<file path="src/logic/mpsf_consts.svh">
// Register numbers, reset values and timing of the status flag bank.
// Assumes a 50 MHz core clock.
//
// Contract
// in_reset_flag is 1 during reset, 0 once reset completes.
// Carrier flag sets on entering a data mode, ready to transmit.
// V.29 receive: carrier flag sets on data mode entry, ready to receive.
// Carrier flag clears during retrain and with no remote signal.
// line_signal_out is the inverse of the carrier flag.
// Carrier flag clears on any reset and on standby.
// retrain_seen_flag sets on remote retrain request, V.22bis 2400 only.
// pump_busy_flag sets when transmit starts with send request high.
// With send request low, busy clears once transmit buffers drain.
// Host waits for busy low before standby and on-hook.
// Busy is also high while timed dialing sends digits.
// Busy clears on any reset and on standby.
// Host ignores busy while HDLC framing is in use.
// After reset, rx_byte_flag reads 1, other status bits 0.
// Status bit 3 is reserved, reads 0.
// ram_done_flag sets when a host RAM access is processed.
// Parallel mode: rx_byte_flag sets on each new received octet.
// A host read of parallel_data_reg clears rx_byte_flag.
// Parallel mode: tx_byte_flag sets when the pump takes the host byte.
// A host write of parallel_data_reg clears tx_byte_flag.
// HDLC: bit2 frame closed, bit1 frame error, bit0 end; rest 0.
// host_irq_pin ORs the three flag-and-enable terms.
// parallel_mode_select 1 picks parallel transfer, 0 serial.
// Host writes to the status register have no effect.
`ifndef MPSF_CONSTS_SVH
`define MPSF_CONSTS_SVH

// Register numbers on the host port
`define MPSF_REG_RAM_LOW    3'h0
`define MPSF_REG_RAM_HIGH   3'h1
`define MPSF_REG_RAM_ADDR   3'h2
`define MPSF_REG_PAR_DATA   3'h3
`define MPSF_REG_RAM_CTRL   3'h4
`define MPSF_REG_STATUS     3'h5
`define MPSF_REG_HDLC       3'h7

// Reset values
`define MPSF_BYTE_ZERO      8'h00
`define MPSF_FW_VERSION     8'h5a
`define MPSF_MODE_STANDBY   7'h00

// Reset sequence length
`define MPSF_CLK_PERIOD_NS  20
`define MPSF_RESET_SEQ_NS   1000
`define MPSF_RESET_SEQ_CYC  (`MPSF_RESET_SEQ_NS / `MPSF_CLK_PERIOD_NS)
`define MPSF_SEQ_ONE        8'h01

`endif

</file>
<file path="src/logic/mpsf_pkg.sv">
// Types of the modem pump status flag bank.
// Assumes mpsf_consts.svh provides the numeric constants.
`default_nettype none
package mpsf_pkg;

   // Status register layout, bit 7 first
   typedef struct packed {
      logic tx_byte_flag;
      logic rx_byte_flag;
      logic ram_done_flag;
      logic pump_busy_flag;
      logic reserved3;
      logic retrain_seen_flag;
      logic carrier_present_flag;
      logic in_reset_flag;
   } mpsf_status_t;

   // RAM control register layout, bit 7 first
   typedef struct packed {
      logic tx_irq_enable;
      logic rx_irq_enable;
      logic ram_irq_enable;
      logic parallel_mode_select;
      logic soft_send_request;
      logic ram_write;
      logic ram_request;
      logic ram_addr_high;
   } mpsf_ctrl_t;

   // HDLC frame status, low three bits used
   typedef struct packed {
      logic [4:0] zero;
      logic       tx_frame_closed;
      logic       rx_frame_error;
      logic       rx_frame_end;
   } mpsf_hdlc_t;

   // Events and levels from the pump engines, same clock domain
   typedef struct packed {
      logic       data_mode_ready;
      logic       v29_rx_ready;
      logic       retrain_active;
      logic       no_remote_signal;
      logic       v22bis_2400_mode;
      logic       retrain_request;
      logic       tx_start;
      logic       tx_buffers_empty;
      logic       dialing_active;
      logic       ram_done;
      logic       rx_octet_valid;
      logic [7:0] rx_octet;
      logic       tx_octet_taken;
      logic       standby_write;
      logic [2:0] hdlc_bits;
   } mpsf_pump_ev_t;

   // Host port pins as one vector for the synchroniser
   typedef struct packed {
      logic       cs_n;
      logic       rd_n;
      logic       wr_n;
      logic       rts_n;
      logic [2:0] addr;
      logic [7:0] data;
   } mpsf_host_pins_t;

   typedef enum logic [0:0] {PH_RESET, PH_RUN} mpsf_phase_t;

endpackage
`default_nettype wire

</file>
<file path="src/logic/mpsf_status.sv">
// Modem pump host register port and status flag bank.
// Assumes the host pins are asynchronous to core_clk; pump events
// arrive on core_clk from the pump engines.
`timescale 1ns/1ps
`default_nettype none
`include "mpsf_consts.svh"
module mpsf_status
   import mpsf_pkg::*;
(
   input  wire logic          core_clk,
   input  wire logic          reset_n,
   input  wire logic          host_cs_n,
   input  wire logic          host_rd_n,
   input  wire logic          host_wr_n,
   input  wire logic [2:0]    host_addr,
   input  wire logic [7:0]    host_data_in,
   output var  logic [7:0]    host_data_out,
   output var  logic          host_data_oe,
   output var  logic          host_irq_pin,
   input  wire logic          rts_pin_n,
   output var  logic          line_signal_out_n,
   input  wire mpsf_pump_ev_t pump_ev,
   input  wire logic [15:0]   ram_read_data,
   output var  logic          ram_request,
   output var  logic          ram_write,
   output var  logic [8:0]    ram_address,
   output var  logic [15:0]   ram_write_data,
   output var  logic [7:0]    tx_octet,
   output var  logic          parallel_mode,
   output var  logic          send_request
);

   // Reset sequence counter width
   localparam int SEQ_W = 8;

   mpsf_host_pins_t pins_raw;
   mpsf_host_pins_t pins;
   mpsf_phase_t     phase;
   logic [SEQ_W-1:0] seq_count;
   logic            seq_done;
   mpsf_status_t    status;
   mpsf_ctrl_t      ctrl;
   mpsf_hdlc_t      hdlc;
   logic [7:0]      ram_low;
   logic [7:0]      ram_high;
   logic [7:0]      ram_addr_low;
   logic [7:0]      par_data;
   logic            rd_active;
   logic            wr_active;
   logic            rd_prev;
   logic            wr_prev;
   logic            rd_start;
   logic            rd_end;
   logic            wr_end;
   logic [2:0]      rd_addr_held;
   logic [2:0]      wr_addr_held;
   logic [7:0]      wr_data_held;
   logic            host_wr_data;
   logic            host_rd_data;
   logic            standby;
   logic            running;
   logic            send_req_any;
   logic [7:0]      next_read_byte;

   // Readback of one register; numbers 2 and 6 read zero
   function automatic logic [7:0] reg_read(input logic [2:0] a,
                                           input mpsf_status_t s,
                                           input mpsf_ctrl_t c,
                                           input mpsf_hdlc_t h,
                                           input logic [7:0] lo,
                                           input logic [7:0] hi,
                                           input logic [7:0] pd);
      logic [7:0] r;
      r = `MPSF_BYTE_ZERO;
      if (a == `MPSF_REG_RAM_LOW) begin
         r = lo;
      end else if (a == `MPSF_REG_RAM_HIGH) begin
         r = hi;
      end else if (a == `MPSF_REG_PAR_DATA) begin
         r = pd;
      end else if (a == `MPSF_REG_RAM_CTRL) begin
         r = c;
      end else if (a == `MPSF_REG_STATUS) begin
         r = s;
      end else if (a == `MPSF_REG_HDLC) begin
         r = h;
      end
      return r;
   endfunction

   // Pins pass two flops before anything looks at them
   assign pins_raw.cs_n  = host_cs_n;
   assign pins_raw.rd_n  = host_rd_n;
   assign pins_raw.wr_n  = host_wr_n;
   assign pins_raw.rts_n = rts_pin_n;
   assign pins_raw.addr  = host_addr;
   assign pins_raw.data  = host_data_in;

   mpsf_sync #(
      .W ($bits(mpsf_host_pins_t))
   ) u_pin_sync (
      .core_clk    (core_clk),
      .reset_n     (reset_n),
      .async_in    (pins_raw),
      .sync_out    (pins)
   );

   // Strobe decode on the synchronised pins
   assign rd_active = !pins.cs_n && !pins.rd_n;
   assign wr_active = !pins.cs_n && !pins.wr_n;
   assign rd_start  = rd_active && !rd_prev;
   assign rd_end    = !rd_active && rd_prev;
   assign wr_end    = !wr_active && wr_prev;

   // Side effects happen once, at the end of a strobe
   assign host_rd_data = rd_end && (rd_addr_held == `MPSF_REG_PAR_DATA);
   assign host_wr_data = wr_end && (wr_addr_held == `MPSF_REG_PAR_DATA);

   assign standby      = pump_ev.standby_write;
   assign running      = (phase == PH_RUN);
   assign send_req_any = ctrl.soft_send_request || !pins.rts_n;

   // Strobe history and held address and data
   always_ff @(posedge core_clk or negedge reset_n) begin
      if (!reset_n) begin
         rd_prev      <= 1'b0;
         wr_prev      <= 1'b0;
         rd_addr_held <= 3'h0;
         wr_addr_held <= 3'h0;
         wr_data_held <= `MPSF_BYTE_ZERO;
      end else begin
         rd_prev <= rd_active;
         wr_prev <= wr_active;
         if (rd_start) begin
            rd_addr_held <= pins.addr;
         end
         // Data sampled while the strobe is still low, before it rises
         if (wr_active) begin
            wr_addr_held <= pins.addr;
            wr_data_held <= pins.data;
         end
      end
   end

   // Reset sequence: flag high until the counter runs out
   always_ff @(posedge core_clk or negedge reset_n) begin
      if (!reset_n) begin
         phase     <= PH_RESET;
         seq_count <= SEQ_W'(`MPSF_RESET_SEQ_CYC);
      end else begin
         case (phase)
            PH_RESET: begin
               if (seq_count == `MPSF_SEQ_ONE) begin
                  phase <= PH_RUN;
               end
               seq_count <= seq_count - `MPSF_SEQ_ONE;
            end
            PH_RUN: begin
               seq_count <= seq_count;
            end
            default: begin
               phase <= PH_RESET;
            end
         endcase
      end
   end

   assign seq_done = (phase == PH_RESET) && (seq_count == `MPSF_SEQ_ONE);

   // Reset-in-progress flag
   always_ff @(posedge core_clk or negedge reset_n) begin
      if (!reset_n) begin
         status.in_reset_flag <= 1'b1;
      end else if (seq_done) begin
         status.in_reset_flag <= 1'b0;
      end
   end

   // Carrier detect; clearing conditions outrank entry events because
   // they are levels that must hold the flag low for their whole span
   always_ff @(posedge core_clk or negedge reset_n) begin
      if (!reset_n) begin
         status.carrier_present_flag <= 1'b0;
      end else if (!running || standby) begin
         status.carrier_present_flag <= 1'b0;
      end else if (pump_ev.retrain_active || pump_ev.no_remote_signal) begin
         status.carrier_present_flag <= 1'b0;
      end else if (pump_ev.data_mode_ready) begin
         status.carrier_present_flag <= 1'b1;
      end else if (pump_ev.v29_rx_ready) begin
         status.carrier_present_flag <= 1'b1;
      end
   end

   // Retrain seen, only in the 2400 bps mode; dropped on standby
   always_ff @(posedge core_clk or negedge reset_n) begin
      if (!reset_n) begin
         status.retrain_seen_flag <= 1'b0;
      end else if (!running || standby) begin
         status.retrain_seen_flag <= 1'b0;
      end else if (pump_ev.retrain_request && pump_ev.v22bis_2400_mode) begin
         status.retrain_seen_flag <= 1'b1;
      end else if (!pump_ev.v22bis_2400_mode) begin
         status.retrain_seen_flag <= 1'b0;
      end
   end

   // Busy: set on transmit start, cleared once buffers drain
   always_ff @(posedge core_clk or negedge reset_n) begin
      if (!reset_n) begin
         status.pump_busy_flag <= 1'b0;
      end else if (!running || standby) begin
         status.pump_busy_flag <= 1'b0;
      end else if (pump_ev.tx_start && send_req_any) begin
         status.pump_busy_flag <= 1'b1;
      end else if (pump_ev.dialing_active) begin
         status.pump_busy_flag <= 1'b1;
      end else if (!send_req_any && pump_ev.tx_buffers_empty) begin
         status.pump_busy_flag <= 1'b0;
      end
   end

   // Reserved bit never changes
   always_ff @(posedge core_clk or negedge reset_n) begin
      if (!reset_n) begin
         status.reserved3 <= 1'b0;
      end else begin
         status.reserved3 <= 1'b0;
      end
   end

   // RAM done; a new control write with a request clears it, done wins
   always_ff @(posedge core_clk or negedge reset_n) begin
      if (!reset_n) begin
         status.ram_done_flag <= 1'b0;
      end else if (!running) begin
         status.ram_done_flag <= 1'b0;
      end else if (pump_ev.ram_done && ctrl.ram_request) begin
         status.ram_done_flag <= 1'b1;
      end else if (wr_end && wr_addr_held == `MPSF_REG_RAM_CTRL &&
                   wr_data_held[1]) begin
         status.ram_done_flag <= 1'b0;
      end
   end

   // Receive byte flag: set wins over the read that clears it
   always_ff @(posedge core_clk or negedge reset_n) begin
      if (!reset_n) begin
         status.rx_byte_flag <= 1'b0;
      end else if (seq_done) begin
         status.rx_byte_flag <= 1'b1;
      end else if (running && ctrl.parallel_mode_select &&
                   pump_ev.rx_octet_valid) begin
         status.rx_byte_flag <= 1'b1;
      end else if (host_rd_data) begin
         status.rx_byte_flag <= 1'b0;
      end
   end

   // Transmit byte flag: set wins over the write that clears it
   always_ff @(posedge core_clk or negedge reset_n) begin
      if (!reset_n) begin
         status.tx_byte_flag <= 1'b0;
      end else if (!running) begin
         status.tx_byte_flag <= 1'b0;
      end else if (ctrl.parallel_mode_select && pump_ev.tx_octet_taken) begin
         status.tx_byte_flag <= 1'b1;
      end else if (host_wr_data) begin
         status.tx_byte_flag <= 1'b0;
      end
   end

   // HDLC frame status follows the framer, zero in reset and standby
   always_ff @(posedge core_clk or negedge reset_n) begin
      if (!reset_n) begin
         hdlc <= '0;
      end else if (!running || standby) begin
         hdlc <= '0;
      end else begin
         hdlc.zero            <= '0;
         hdlc.tx_frame_closed <= pump_ev.hdlc_bits[2];
         hdlc.rx_frame_error  <= pump_ev.hdlc_bits[1];
         hdlc.rx_frame_end    <= pump_ev.hdlc_bits[0];
      end
   end

   // Parallel data: host writes, received octets and version byte
   always_ff @(posedge core_clk or negedge reset_n) begin
      if (!reset_n) begin
         par_data <= `MPSF_FW_VERSION;
      end else if (!running || standby) begin
         par_data <= `MPSF_FW_VERSION;
      end else if (host_wr_data) begin
         par_data <= wr_data_held;
      end else if (ctrl.parallel_mode_select && pump_ev.rx_octet_valid) begin
         par_data <= pump_ev.rx_octet;
      end
   end

   // RAM control; the request bit is dropped by the pump when served
   always_ff @(posedge core_clk or negedge reset_n) begin
      if (!reset_n) begin
         ctrl <= '0;
      end else if (!running) begin
         ctrl <= '0;
      end else if (wr_end && wr_addr_held == `MPSF_REG_RAM_CTRL) begin
         ctrl <= wr_data_held;
      end else if (pump_ev.ram_done) begin
         ctrl.ram_request <= 1'b0;
      end
   end

   // RAM data and address registers; a served read loads the data
   always_ff @(posedge core_clk or negedge reset_n) begin
      if (!reset_n) begin
         ram_low      <= `MPSF_BYTE_ZERO;
         ram_high     <= `MPSF_BYTE_ZERO;
         ram_addr_low <= `MPSF_BYTE_ZERO;
      end else if (wr_end && wr_addr_held == `MPSF_REG_RAM_LOW) begin
         ram_low <= wr_data_held;
      end else if (wr_end && wr_addr_held == `MPSF_REG_RAM_HIGH) begin
         ram_high <= wr_data_held;
      end else if (wr_end && wr_addr_held == `MPSF_REG_RAM_ADDR) begin
         ram_addr_low <= wr_data_held;
      end else if (pump_ev.ram_done && ctrl.ram_request &&
                   !ctrl.ram_write) begin
         ram_low  <= ram_read_data[7:0];
         ram_high <= ram_read_data[15:8];
      end
   end

   // Read data captured at the start of the read strobe; writes to the
   // status and HDLC numbers fall through the decode untouched
   assign next_read_byte = reg_read(pins.addr, status, ctrl, hdlc,
                                    ram_low, ram_high, par_data);

   always_ff @(posedge core_clk or negedge reset_n) begin
      if (!reset_n) begin
         host_data_out <= `MPSF_BYTE_ZERO;
      end else if (rd_start) begin
         host_data_out <= next_read_byte;
      end
   end

   // Bus drive only while a read strobe is seen
   assign host_data_oe = rd_active && rd_prev;

   // Interrupt pin and line signal
   assign host_irq_pin = (status.ram_done_flag && ctrl.ram_irq_enable) ||
                         (status.rx_byte_flag && ctrl.rx_irq_enable) ||
                         (status.tx_byte_flag && ctrl.tx_irq_enable);
   assign line_signal_out_n = !status.carrier_present_flag;

   // Outputs to the pump engines
   assign ram_request    = ctrl.ram_request;
   assign ram_write      = ctrl.ram_write;
   assign ram_address    = {ctrl.ram_addr_high, ram_addr_low};
   assign ram_write_data = {ram_high, ram_low};
   assign tx_octet       = par_data;
   assign parallel_mode  = ctrl.parallel_mode_select;
   assign send_request   = send_req_any;

endmodule
`default_nettype wire

</file>
<file path="src/logic/mpsf_sync.sv">
// Two-flop synchroniser for a vector of pin inputs.
// Assumes levels; multi-bit values stay stable under the host strobe.
`timescale 1ns/1ps
`default_nettype none
module mpsf_sync #(
   parameter int W = 15
) (
   input  wire logic         core_clk,
   input  wire logic         reset_n,
   input  wire logic [W-1:0] async_in,
   output var  logic [W-1:0] sync_out
);

   logic [W-1:0] stage1;

   // First stage feeds only the second
   always_ff @(posedge core_clk or negedge reset_n) begin
      if (!reset_n) begin
         stage1   <= '1;
         sync_out <= '1;
      end else begin
         stage1   <= async_in;
         sync_out <= stage1;
      end
   end

endmodule
`default_nettype wire

</file>
<file path="config.mk">
export PLATFORM = sky130hd
export DESIGN_NAME = mpsf_status
export DESIGN_NICKNAME = d
export VERILOG_FILES = /design/src/logic/mpsf_pkg.sv /design/src/logic/mpsf_status.sv /design/src/logic/mpsf_sync.sv
export VERILOG_INCLUDE_DIRS = /design/src /design/src/logic
export SDC_FILE = /design/constraint.sdc
export NUM_CORES = 1
export LEC_CHECK = 0
export BUFFER_PORTS_ARGS = -buffer_cell sky130_fd_sc_hd__buf_2
export CORE_UTILIZATION = 45
export CTS_CLUSTER_SIZE = 30
export DETAILED_ROUTE_END_ITERATION = 10
export GPL_ROUTABILITY_DRIVEN = 0
export HOLD_SLACK_MARGIN = 0.12
export PLACE_DENSITY = 0.73
export SLEW_MARGIN = 20
export SYNTH_ARGS = -nofsm -noshare
export SYNTH_HDL_FRONTEND = slang
export SYNTH_SLANG_ARGS = --single-unit
</file>
<file path="constraint.sdc">
create_clock -name core_clk -period 2.2 [get_ports core_clk]
set_input_delay 0.44 -clock core_clk [delete_from_list [all_inputs] [get_ports core_clk]]
set_output_delay 0.44 -clock core_clk [all_outputs]
set_load 0.02 [all_outputs]
</file>
### After elaboration in Yosys (flattened, before gate mapping)

Index checks and enable logic that the tools add are counted.

* register bits after elaboration: 118
* bits in latches: 0
* memory bits (writable): 0
* memory bits (read-only): 0
* bits of input ports: 57
* output and inout bits: 48
* logic and storage cells: 154
* memories kept: 0

* $add $sub $neg: 1
* multiply operators: 0
* divide/modulo/power cells: 0
* magnitude comparators: 0
* equal/unequal tests: 19
* shift operators: 0
* multiplexer cells: 45
* bitwise operators: 3
* reductions and logical operators: 53

Operator list (count)
* 8-bit two-way mux: 18
* 1-bit logical AND: 26
* 1-bit two-way mux: 25
* 3-bit by 2-bit equality test with 1-bit output (second input constant): 4
* 3-bit equality test (second input constant): 4
* 1-bit zero test: 11
* 3-bit by 1-bit != test with 1-bit output (second input constant): 3
* 3-bit AND reduction: 3
* 8-bit by 1-bit equality test with 1-bit output (second input constant): 1
* 4-bit nonzero test: 2
* 8-bit by 1-bit subtractor with 8-bit output (second input constant): 1
* 3-bit by 1-bit equality test with 1-bit output (second input constant): 2
* 3-bit zero test: 2
* 6-bit two-way mux: 1
* 2-bit != test (second input constant): 3
* 3-bit nonzero test: 2
* 1-bit logical OR: 5
* 2-bit nonzero test: 2
* 3-bit two-way mux: 1
* 3-bit by 2-bit != test with 1-bit output (second input constant): 1
* 1-bit inverter: 3
* 2-bit by 1-bit != test with 1-bit output (second input constant): 1

### Depth between registers and ports, before layout

* word-level depth: 9
* mapped depth: 6
* depth with buffers taken out: 5

### By module

From an unflattened synthesis, not the netlist that was laid out.

* cells, all modules: 375
* area, all modules: 4807.1 um^2

Modules (own cells, without submodules)
* mpsf_status: times used 1, cells an instance 345, area an instance 4018.9 um^2, seq. area each 2087.0 um^2
* mpsf_sync: times used 1, cells an instance 30, area an instance 788.3 um^2, seq. area each 788.3 um^2

### Worst setup path before layout

No wires, ideal clock.

* path kind: register -> register
* start point: reg u_pin_sync.sync_out[14]
* end point: reg ram_addr_low[3]
* setup time: 0.125 ns
* arrival: 1.455 ns
* required time: 2.075 ns
* setup slack: 0.620 ns
* cell stages (with the launch flop): 6
* buffers on the path: 1
* period minus slack after synthesis: 1.580 ns
* cells stage by stage: dfstp_2 o21ai_2 nor3_2 and2_1 buf_4 mux2_2

* word-level cells in the longest chain between the ends: 7
* elaborated cells between the ends (all ways): 10
* those cells by class: bitwise: 2; reduce/logical: 8

RTL lines
* start: declaration: line mpsf_sync.sv:11 `output var logic [W-1:0] sync_out`
* start signal: assignment: line mpsf_sync.sv:23 `sync_out <= stage1;`
* 1-bit zero test *: line mpsf_status.sv:110 `assign wr_active = !pins.cs_n && !pins.wr_n;`
* 1-bit logical AND *: line mpsf_status.sv:110
* 1-bit zero test *: line mpsf_status.sv:113 `assign wr_end = !wr_active && wr_prev;`
* 1-bit logical AND *: line mpsf_status.sv:113
* 1-bit logical AND (no line)
* 1-bit inverter (no line)
* 3-bit AND reduction (no line) *
* end signal: assignment: line mpsf_status.sv:318 `` ram_addr_low <= `MPSF_BYTE_ZERO; ``
* end signal: assignment: line mpsf_status.sv:324 `ram_addr_low <= wr_data_held;`
* end: declaration: line mpsf_status.sv:46 `logic [7:0] ram_addr_low;`

Mark *: on every way between the ends. The rest lies on a longest branch, timed or not.
A chain may end at the register's enable or synchronous reset.

### Worst setup path in the final report

* start point: reg ctrl[6] in the netlist's numbering
* end point: out host_irq_pin

* word-level cells in the longest chain between the ends: 3

RTL lines
* start: declaration: line mpsf_status.sv:42 `mpsf_ctrl_t ctrl;`
* start signal: assignment: line mpsf_status.sv:307 `ctrl <= wr_data_held;`
* 1-bit logical AND: line mpsf_status.sv:350 `(status.rx_byte_flag && ctrl.rx_irq_enable) ||`
* 1-bit logical OR: line mpsf_status.sv:349 `assign host_irq_pin = (status.ram_done_flag && ctrl.ram_irq_enable) ||`
* 1-bit logical OR: line mpsf_status.sv:350
* end: declaration: line mpsf_status.sv:19 `output var logic host_irq_pin,`

Every way passes these cells.

==> results.sh <==
export IMPL_synth_main_ff_cell="dfrtp_1"
export IMPL_cp_max_fo=3
export IMPL_ys_warn_count=0
export IMPL_grt_pass1_vias=3616
export IMPL_initial_core_util_pct=46.0
export IMPL_multi_input_area_mm2=0.00171
export IMPL_drt_total_wl_um=12100
export IMPL_post_cts_setup_buffer_count=0
export IMPL_path_cells="a222oi_1 -> inv_1 -> buf_2"
export IMPL_drv_cap=0
export IMPL_place_ws_ns=0.428
export IMPL_max_freq_mhz=491
export IMPL_grt_pass1_wl_um=19500
export IMPL_final_nets=582
export IMPL_cts_sinks=113
export IMPL_crit_buf_inv=2
export IMPL_routed_via_count=3623
export IMPL_drt_initial_drc_count=154
export IMPL_rsz0062_at_grt="false"
export IMPL_whs_path_depth=2
export IMPL_fin_crit_ns=2.04
export IMPL_critPathKind="reg2out"
export IMPL_p_sw_share_pct=28.6
export IMPL_postCtsHoldBufs=19
export IMPL_leakagePower_nw=2.76
export IMPL_dieHeight_um=105
export IMPL_worst_slack_ns=0.164
export IMPL_diodes=0
export IMPL_ys_seq_elements=113
export IMPL_grtUsageTotal_pct=23.9
export IMPL_holdWs_ns=0.134
export IMPL_synth_commonest_cells="dfrtp_1, dfstp_2, nand2_1"
export IMPL_die_area_mm2=0.0109
export IMPL_slew_violations=0
export IMPL_fillers=853
export IMPL_switchingPower_mw=1.89
export IMPL_synth_edf_count=0
export IMPL_drive_above_1_share_pct=38.6
export IMPL_cts_root_buf="clkbuf_8"
export IMPL_comb_power_share_pct=15.3
export IMPL_clock_skew_ns=0.00461
export IMPL_setup_viol=0
export IMPL_seqPwrFrac_pct=40.9
export IMPL_syn2layout_area_growth_pct=31.6
export IMPL_crit_path_start_kind="flop"
export IMPL_clock_latency_ns=0.52
export IMPL_syn_nets=451
export IMPL_rows=37
export IMPL_cts_made_buffers=17
export IMPL_tritoncts="yes"
export IMPL_port_buffers=104
export IMPL_post_route_period_util_pct=92.5
export IMPL_irDropWorstVdd_uv=738
export IMPL_hpwl_um=8270
export IMPL_power_density_mw_per_mm2=1060
export IMPL_status="finished, final reports clean"
export IMPL_slew_limit_headroom_pct=54.9
export IMPL_worstSetupEndpointType="output pin"
export IMPL_cts_max_path_buffers=2
export IMPL_arrival_ns=1.60
export IMPL_power_internal_mw=4.71
export IMPL_hold_path_class="in2reg"
export IMPL_drc=0
export IMPL_wl_per_cell_um=18.1
export IMPL_clkPwrFrac_pct=43.8
export IMPL_grt_overflow_total=0
export IMPL_hold_viol_final=0
export IMPL_critPathMaxStageDelay_ns=0.45
export IMPL_yosys_area_top_type="dfrtp_1"
export IMPL_antenna_found_initial=0
export IMPL_ys_types=44
export IMPL_htree_num_levels=4
export IMPL_final_cells=672
export IMPL_tightest_slew_ns=0.676
export IMPL_cp_depth=3
export IMPL_total_power_mw=6.60
export IMPL_syn_cell_area_mm2=0.00473
export IMPL_async_reset_ff_share_pct=100
export IMPL_synthTopCellsByArea="dfrtp_1, dfstp_2, mux2_2"
export IMPL_core_area_mm2=0.0103
export IMPL_drt_pass1_iterations=4
export IMPL_yosysTopAreaCellShare_pct=39.7
export IMPL_crit_slowest_cell="a222oi_1"
export IMPL_worst_r2r_path_depth=4
export IMPL_setup_tns_ns=0
export IMPL_synth_most_common_cell="dfrtp_1"
export IMPL_vias_per_cell=5.39
export IMPL_ios=105
export IMPL_critical_path_top_delay_family="compound AO/OA/AOI/OAI gates"
export IMPL_seq_area_mm2=0.00288
export IMPL_critPathRequiredTime_ns=1.76
export IMPL_synthCells=392
export IMPL_dp_cells=621
export IMPL_avgSynthCellArea_um2=12.1
export IMPL_ys_seq_area_share_pct=60.8
export IMPL_cts_resized=0
export IMPL_die_x_um=105
export IMPL_clkTransAtPathRegs_ns=0.06
export IMPL_ant_nets=0
export IMPL_grt_max_degree=45
-- per-stage QoR --
step | utilization, % | area, µm²
after floorplan | - | 4730
after global placement | 52.6 | 5400
after detailed placement | 52.6 | 5400
after CTS | 60.6 | 6220
after global routing | 60.6 | 6230
final | 60.6 | 6230
-- worst register-to-register path, delay by kind of cell (launching register included) --
kind,cells,cell delay (ns)
AO/OA/AOI/OAI,1,0.10
flip-flops,1,0.61
multiplexers,1,0.40
AND/OR/NAND/NOR,2,0.60
-- layout by cell type, fill, tap and decap left out, types with 5 or more instances in the layout --
cell type,Yosys,final
nor3_1,8,8
nor2b_1,15,15
buf_2,4,103
mux2i_1,15,15
nor2_1,20,19
o21ai_0,24,24
buf_4,2,7
nand2_1,28,28
inv_1,10,10
dlygate4sd3_1,0,19
nand3_1,11,11
o22a_1,16,16
and2_1,5,5
o21a_1,20,20
clkbuf_16,0,16
a21oi_1,11,11
mux2_2,17,17
dfstp_2,38,38
a211oi_1,7,7
dfrtp_1,75,75
-- state kept, by name (all words and copies together), names as in the netlist --
| name | count |
|---|---|
| wr_data_held | 8 |
| phase | 1 |
| rd_prev | 1 |
| seq_count | 8 |
| u_pin_sync.sync_out | 15 |
| ram_address | 1 |
| parallel_mode | 1 |
| wr_prev | 1 |
| ram_low | 8 |
| rd_addr_held | 3 |
| wr_addr_held | 3 |
| ram_write | 1 |
| tx_octet | 8 |
| ram_high | 8 |
| hdlc | 3 |
| ram_request | 1 |
| ctrl | 4 |
| host_data_out | 8 |
| ram_addr_low | 8 |
| status | 7 |
| u_pin_sync.stage1 | 15 |
-- power groups by stage --
stage               clock (mW)  sequential [mW]  combinational (mW)
finish                    2.89             2.70                1.01
global route              3.03             2.72                1.08
detailed placement           0             2.71               0.979
global placement             0             2.70               0.956
floorplan                    0             2.86               0.338
CTS                       2.93             2.69                1.02
-- path summary, 6_finish.rpt --
check	slack (ns)	end	startpoint
min reg2reg	0.35	u_pin_sync.sync_out[2]	u_pin_sync.stage1[2]
min	0.13	hdlc[0]	pump_ev[0]
max in group asynchronous	1.05	tx_octet[6]	reset_n
max reg2reg	0.37	ram_addr_low[7]	u_pin_sync.sync_out[14]
min in group asynchronous	0.45	ram_addr_low[7]	reset_n
max	0.16	host_irq_pin	ctrl[6]
-- final cells by class --
type	count	area share [%]
inverter	10	0.603
timing repair buffer	131	12.8
tap	136	2.73
sequential	113	46.2
multi-input combinational	250	27.5
clock inverter	14	3.28
clock buffer	18	6.87
-- per-layer routing --
metal	GRT usage, %	up-vias	wire length (µm)
met1	33.2	1807	5380
met3	5.86	23	729
met5	0	-	0
met4	10.0	0	216
met2	35.8	132	5800
li1	-	1661	-
-- kinds of logic (layout without fill, tap and decap cells) --
kind of cell    after synthesis  in the layout  synth area share [%]
simple gates                110            110                  12.0
fa+ha+maj                     2              2                 0.529
buf+inv                      29            173                  3.04
mux                          35             35                  7.93
xor+xnor                      7              7                  1.30
flops                       113            113                  60.8
compound gates               96             96                  14.4
Power figures use the tool's default switching activity.
